**src/design/xtm_pkg.sv**
```systemverilog
// Package for the XOR and timer-mode move datapath.
// Assumes a single-clock core with an internal instruction decoder.
`default_nettype none

package xtm_pkg;
  // ---------------------------------------------------------------
  // Widths and reset values
  // ---------------------------------------------------------------
  localparam int XTM_DATA_W = 8;
  localparam int XTM_ADDR_W = 6;
  localparam int XTM_OP_W = 3;
  localparam logic [7:0] XTM_ACCUM_RST = 8'h00;
  localparam logic [7:0] XTM_T0_MODE_RST = 8'h00;

  // ---------------------------------------------------------------
  // Operation codes from the decoder
  // ---------------------------------------------------------------
  typedef enum logic [2:0] {
    XTM_OP_NOP = 3'h0,
    XTM_OP_LOAD_T0 = 3'h1,
    XTM_OP_READ_T0 = 3'h2,
    XTM_OP_XOR_REG = 3'h3,
    XTM_OP_XOR_IMM = 3'h4
  } xtm_op_e;
endpackage

`default_nettype wire

```
**src/design/xtm_datapath.sv**
```systemverilog
// Execution datapath for four accumulator instructions.
// Assumes the decoder issues one operation per instruction-cycle enable
// and supplies the addressed register's value on the same cycle.
`timescale 1ns/1ns
`default_nettype none

module xtm_datapath
  import xtm_pkg::*;
(
  // Clock and reset
  input wire logic i_mclk,
  input wire logic i_rst_n,
  // Decoder issue
  input wire logic i_inst_en,
  input wire logic [2:0] i_op,
  input wire logic [XTM_ADDR_W-1:0] i_reg_addr,
  input wire logic i_dest_sel,
  input wire logic [XTM_DATA_W-1:0] i_imm,
  input wire logic [XTM_DATA_W-1:0] i_reg_rdata,
  // Flags in from status register
  input wire logic i_carry,
  input wire logic i_dcarry,
  // Results
  output logic [XTM_DATA_W-1:0] o_accumulator,
  output logic [XTM_DATA_W-1:0] o_timer0_mode_register,
  output logic o_reg_we,
  output logic [XTM_ADDR_W-1:0] o_reg_waddr,
  output logic [XTM_DATA_W-1:0] o_reg_wdata,
  output logic o_zero,
  output logic o_zero_we,
  output logic o_carry,
  output logic o_dcarry
);

  // ---------------------------------------------------------------
  // Decode
  // ---------------------------------------------------------------
  logic load_timer0_mode_instr;
  logic read_timer0_mode_instr;
  logic xor_acc_with_reg_instr;
  logic xor_imm_with_acc_instr;
  logic [XTM_DATA_W-1:0] xor_res;

  // Codes 5 to 7 decode to nothing and act as a no-operation
  assign load_timer0_mode_instr = i_inst_en && (i_op == XTM_OP_LOAD_T0);
  assign read_timer0_mode_instr = i_inst_en && (i_op == XTM_OP_READ_T0);
  assign xor_acc_with_reg_instr = i_inst_en && (i_op == XTM_OP_XOR_REG);
  assign xor_imm_with_acc_instr = i_inst_en && (i_op == XTM_OP_XOR_IMM);

  // One shared XOR; operand picked by the instruction
  assign xor_res = o_accumulator ^
    (xor_imm_with_acc_instr ? i_imm : i_reg_rdata);

  // ---------------------------------------------------------------
  // Accumulator
  // ---------------------------------------------------------------
  always_ff @(posedge i_mclk or negedge i_rst_n) begin
    if (!i_rst_n) begin
      o_accumulator <= XTM_ACCUM_RST;
    // One op per cycle, so this priority order never has to decide
    end else if (read_timer0_mode_instr) begin
      o_accumulator <= o_timer0_mode_register;
    end else if (xor_acc_with_reg_instr && !i_dest_sel) begin
      o_accumulator <= xor_res;
    end else if (xor_imm_with_acc_instr) begin
      o_accumulator <= xor_res;
    end
  end

  // ---------------------------------------------------------------
  // Timer-0 mode register
  // ---------------------------------------------------------------
  always_ff @(posedge i_mclk or negedge i_rst_n) begin
    if (!i_rst_n) begin
      o_timer0_mode_register <= XTM_T0_MODE_RST;
    end else if (load_timer0_mode_instr) begin
      o_timer0_mode_register <= o_accumulator;
    end
  end

  // ---------------------------------------------------------------
  // Register write-back
  // ---------------------------------------------------------------
  // Address and data follow every cycle; only o_reg_we qualifies them.
  // The register file commits one cycle late: a reader of the same
  // register on the next instruction must be forwarded outside.
  always_ff @(posedge i_mclk or negedge i_rst_n) begin
    if (!i_rst_n) begin
      o_reg_we <= 1'b0;
      o_reg_waddr <= '0;
      o_reg_wdata <= '0;
    end else begin
      o_reg_we <= xor_acc_with_reg_instr && i_dest_sel;
      o_reg_waddr <= i_reg_addr;
      o_reg_wdata <= xor_res;
    end
  end

  // ---------------------------------------------------------------
  // Flags
  // ---------------------------------------------------------------
  // Only the XORs touch Z; moves leave every flag alone
  always_ff @(posedge i_mclk or negedge i_rst_n) begin
    if (!i_rst_n) begin
      o_zero <= 1'b0;
      o_zero_we <= 1'b0;
    end else begin
      o_zero_we <= xor_acc_with_reg_instr || xor_imm_with_acc_instr;
      if (xor_acc_with_reg_instr || xor_imm_with_acc_instr) begin
        o_zero <= (xor_res == '0);
      end
    end
  end

  // Carry flags pass through untouched
  // The status register owns C and DC; this is only a registered echo
  always_ff @(posedge i_mclk or negedge i_rst_n) begin
    if (!i_rst_n) begin
      o_carry <= 1'b0;
      o_dcarry <= 1'b0;
    end else begin
      o_carry <= i_carry;
      o_dcarry <= i_dcarry;
    end
  end
endmodule // xtm_datapath

`default_nettype wire

```
**config.mk**
```make
export PLATFORM = sky130hd
export DESIGN_NAME = xtm_datapath
export DESIGN_NICKNAME = d
export VERILOG_FILES = /design/src/design/xtm_pkg.sv /design/src/design/xtm_datapath.sv
export SDC_FILE = /design/constraint.sdc
export NUM_CORES = 1
export LEC_CHECK = 0
export BUFFER_PORTS_ARGS = -buffer_cell sky130_fd_sc_hd__clkbuf_2
export CAP_MARGIN = 40
export CELL_PAD_IN_SITES_DETAIL_PLACEMENT = 0
export CELL_PAD_IN_SITES_GLOBAL_PLACEMENT = 1
export CORE_UTILIZATION = 38
export CTS_CLUSTER_SIZE = 12
export DETAILED_ROUTE_END_ITERATION = 16
export PLACE_DENSITY_LB_ADDON = 0.1
export REMOVE_ABC_BUFFERS = 1
export SLEW_MARGIN = 20
export SYNTH_ARGS = -nofsm -noshare
export SYNTH_HDL_FRONTEND = slang
export SYNTH_SLANG_ARGS = --single-unit
```
**constraint.sdc**
```tcl
create_clock -name i_mclk -period 3.69 [get_ports i_mclk]
set_input_delay 0.5535 -clock i_mclk [delete_from_list [all_inputs] [get_ports i_mclk]]
set_output_delay 0.5535 -clock i_mclk [all_outputs]
set_load 0.01 [all_outputs]
```
# --- Word level (Yosys, flattened, before mapping) ---
# Index checks and enable logic that the tools add are counted.
totals:
  register_bits: 35
  out_inout_bits: 35
  elab_cells: 28
classes:
  n_eq_ne: 4
  muxes: 4
  n_bitwise: 1
  reduce_logical: 10
op_table:
  columns: ["cell", "n"]
  rows:
  - ["$mux W8", 4]
  - ["$logic_not A8 Y1", 1]
  - ["$xor A8 B8 Y8", 1]
  - ["$eq A3 B2 Y1 const B", 2]
  - ["$logic_and A1 B1 Y1", 6]
  - ["$eq A3 B1 Y1 const B", 1]
  - ["$eq A3 B3 Y1 const B", 1]
  - ["$reduce_bool A3 Y1", 1]
  - ["$logic_not A1 Y1", 1]
  - ["$logic_or A1 B1 Y1", 1]

# --- Depth between registers and ports, before layout ---
logic_depth:
  ltp_word: 7
  ltp_mapped: 6

# --- Worst setup path before layout ---
# OpenSTA, ideal clock, no wires.
synth_timing:
  path_kind: "in2reg"
  from: "input i_op[0]"
  to: "register o_zero"
  setup_ns: 0.122
  arrival_ns: 1.781
  required_ns: 3.568
  slack_ns: 1.787
  path_stages: 6
  path_buffers: 1
  cell_sequence: "nor4bb_2 > buf_6 > mux2_4 > xor2_2 > nor3_1 > a32o_1"
synth_between:
  elab_chain_len: 5
  elab_cells_between_ends: 8
  cone_classes: "2 x eq/ne; 1 x mux; 1 x bitwise; 4 x reduce/logical"
synth_rtl:
  columns: ["item", "line", "text"]
  rows:
  - ["start, declared", "xtm_datapath.sv:15", "input wire logic [2:0] i_op,"]
  - ["$eq A3 B3 Y1", "xtm_datapath.sv:48", "assign xor_imm_with_acc_instr = i_inst_en && (i_op == XTM_OP_XOR_IMM);"]
  - ["$logic_and A1 B1 Y1", "xtm_datapath.sv:48", null]
  - ["$mux W8", "xtm_datapath.sv:52", "(xor_imm_with_acc_instr ? i_imm : i_reg_rdata);"]
  - ["$xor A8 B8 Y8", "xtm_datapath.sv:51", "assign xor_res = o_accumulator ^"]
  - ["via xor_res[5]", "xtm_datapath.sv:42", "logic [XTM_DATA_W-1:0] xor_res;"]
  - ["$logic_not A8 Y1", "xtm_datapath.sv:110", "o_zero <= (xor_res == '0);"]
  - ["end signal, assigned", "xtm_datapath.sv:110", null]
  - ["end, declared", "xtm_datapath.sv:29", "output logic o_zero,"]
# The timed path passes the listed nets, and every way through them passes these cells.
# A chain may end at the register's enable or synchronous reset.

# --- Final worst setup path ---
# Ends and elaborated chain as after synthesis.

==> summary.txt <==
Placed design
  • Global placer's final weighted congestion: 0.718
  • Count of buffers from port buffering: 65
  • Placed cells: 238
  • HPWL after DPL: 2.42 mm
  • Post-Place Setup Slack: 1.47 ns

Global route
  • Initial antenna violation count: 0
  • Vias in the first global route: ~1100
  • Gr usage total: 16.8%
  • Global-route wire length before repair: 5.32 mm
  • GRT overflow: 0
  • Largest net degree at the start of global routing: 36

Final layout
  • Post-layout util: 53.7%
  • Final Non-Filler Cells: 247
  • Layout cells sized above 1: 46.7%
  • Final layout net count: 230
  • Area Overhead vs Synth: 30.9%
  • # diodes: 0

Yosys
  • YS warnings: 0
  • Cells after Synth: 130
  • Synth unique cells: 26
  • Post-Synthesis Cell Area: 1560 um^2
  • Synth Register Bits: 35
  • Register area share after synthesis: 56.3%
  • Avg Inst Size Synth: 12.0 um^2

Timing
  • Setup TNS: 0 ns
  • Final hold vios: 0
  • Rel. slew slack: 56.8%
  • Endpoints failing setup: 0
  • Setup ws final: between 1.5 and 2 ns
  • Fmax: 520 MHz
  • Fin crit period: 1.92 ns
  • Clk_skew: 0.00438 ns
  • RSZ-0062 raised after global routing: false
  • Worst slew pin tran: 0.645 ns
  • Fin crit share: 52.1%
  • Slew Limit Fails: 0

Drt
  • Via count: 1200
  • Routed WL: 3.33 mm
  • DRC errors left: 0
  • Final antenna-violating net count: 0
  • Vias per cell: a little under 5
  • Routed len/inst: 13.5 um
  • Initial DRC count: between 40 and 50
  • Drt first pass iters: 4

Setup path
  • Critical Path AT: 2.14 ns
  • CP max stage delay: ~0.35 ns
  • Critical path's slowest cell: mux2_4
  • Crit path max fanout: 10
  • CP cell instances: clkbuf_2 > nor4bb_2 > buf_4 > mux2_4 > xor2_2 > nor3_1 > a32o_1
  • Setup crit start kind: primary input
  • Worst Path Required: 3.90 ns
  • Setup CP Type: primary input to flop
  • WP buf/inv: 2
  • Worst setup EP type: flop
  • Top delay family on crit path: simple AND/OR/NAND/NOR gates

Clocking
  • Clk sink count: 35
  • Worst-Skew Late Latency: 0.28 ns
  • CTS Buffer Depth: 2
  • Cts repair resizes: 0
  • H-tree depth: 2
  • Post-CTS Setup Bufs: 0
  • CTS tree: done
  • Clock-pin slew on the worst setup and hold paths: 0.07 ns
  • CTS Buf Count: 5
  • CTS root buffer: clkbuf_8
  • Post-CTS Hold Buffers: 0

Floorplanning
  • Ports: 66
  • Rows: 22
  • Core area: ~3800 um^2
  • Die Y: around 66 um
  • Starting Density: 41.0%
  • Die width: 66 um
  • Die area: 4360 um^2

Outcome
  • Run status: finished, final reports clean

Pwr
  • Static Leak: 1.07 nW
  • Peak supply drop: 0.000362 V
  • Cell area power density: 586 nW/um^2

Run
  • Max-cap viol count: 0

Min path
  • Path category of the worst min-delay check: primary input to async pin
-- path summary, 6_finish.rpt --
| kind | cells past startpoint | endpoint | start | slack (ns) |
|---|---|---|---|---|
| setup reg to reg | 4 | o_zero | o_accumulator[0] | 2.17 |
| hold reg to reg | 1 | o_timer0_mode_register[5] | o_timer0_mode_register[5] | 0.53 |
| setup / recovery | 7 | o_zero | i_op[0] | 1.77 |
| hold / removal | 1 | o_zero_we | i_rst_n | 0.12 |
| max in group asynchronous | 2 | o_timer0_mode_register[7] | i_rst_n | 3.18 |
| min in group i_mclk | 1 | o_reg_waddr[4] | i_reg_addr[4] | 0.39 |
-- layout make-up --
cell class | count | area [um^2]
multi-input cells | 86 | 639
inverters | 2 | 7.51
clock buffers | 6 | 82.6
fillers | 358 | 1760
repair buffers | 69 | 368
clock inverters | 1 | 5.00
well taps | 48 | 60.1
flip-flops and latches | 35 | 876
-- cell usage after synthesis --
cell type	count	area share (%)
a21oi_1	1	0.32
a22oi_1	8	3.9
a32o_1	1	0.64
and3b_1	2	1.1
buf_6	1	0.72
clkbuf_1	6	1.4
dfrtp_1	35	56
inv_1	2	0.48
mux2_2	12	8.7
mux2_4	1	0.96
mux2i_1	3	1.9
nand2_1	13	3.1
nor2_1	13	3.1
nor2b_1	1	0.40
nor3_1	1	0.32
nor3b_1	1	0.48
nor4_1	1	0.40
nor4bb_1	1	0.64
nor4bb_2	1	1.0
o21a_1	1	0.48
o21ai_0	8	2.6
or4_1	1	0.48
xnor2_1	2	1.1
xnor2_2	2	2.1
xor2_1	11	6.2
xor2_2	1	1.0
-- where the power goes --
part | switching (mW) | total (mW) | internal [mW]
Clock | 0.123 | 0.269 | 0.146
Combinational | 0.172 | 0.344 | 0.172
Sequential | 0.0924 | 0.581 | 0.488
-- layer usage --
metal / vias up / share of wire (%) / track usage [%]
met4: 0 / 1.3 / 5.59
met1: 571 / 45 / 20.0
met3: 5 / 7.2 / 6.03
li1: 580 / - / -
met2: 44 / 47 / 28.1
met5: - / 0 / 0
-- registers in the layout, summed over array words and instances, names as in the netlist --
register                flops
o_accumulator               8
o_reg_wdata                 8
o_timer0_mode_register      8
o_reg_waddr                 6
o_carry                     1
o_dcarry                    1
o_reg_we                    1
o_zero                      1
o_zero_we                   1
-- metrics by stage --
| stage | total power [mW] | cell area [um^2] | hold slack, ns |
|---|---|---|---|
| after floorplan | 0.763 | 1520 | 0.258 |
| after global placement | 0.920 | 1920 | 0.511 |
| after detailed placement | 0.934 | 1920 | 0.516 |
| after CTS | 1.21 | 2010 | 0.379 |
| after global routing | 1.28 | 2040 | 0.105 |
| final | 1.19 | 2040 | 0.116 |
-- logic make-up (layout without fill, tap and decap cells) --
kind of cell | Yosys count | after routing | share of synthesized area, %
buffers and inverters | 9 | 78 | 2.65
AO/OA/AOI/OAI | 19 | 19 | 7.88
XOR/XNOR | 16 | 16 | 10.5
multiplexers | 16 | 16 | 11.6
AND/OR/NAND/NOR | 35 | 35 | 11.2
flip-flops | 35 | 35 | 56.3
-- layout by cell type (no fill, tap or decap), types with 3 or more instances in the layout --
master	count
clkbuf_2	65
dfrtp_1	35
nand2_1	13
nor2_1	13
mux2_2	12
xor2_1	11
o21ai_0	8
a22oi_1	8
clkbuf_8	6
mux2i_1	3
buf_4	3
No activity file was read; power rests on OpenSTA's default activity.
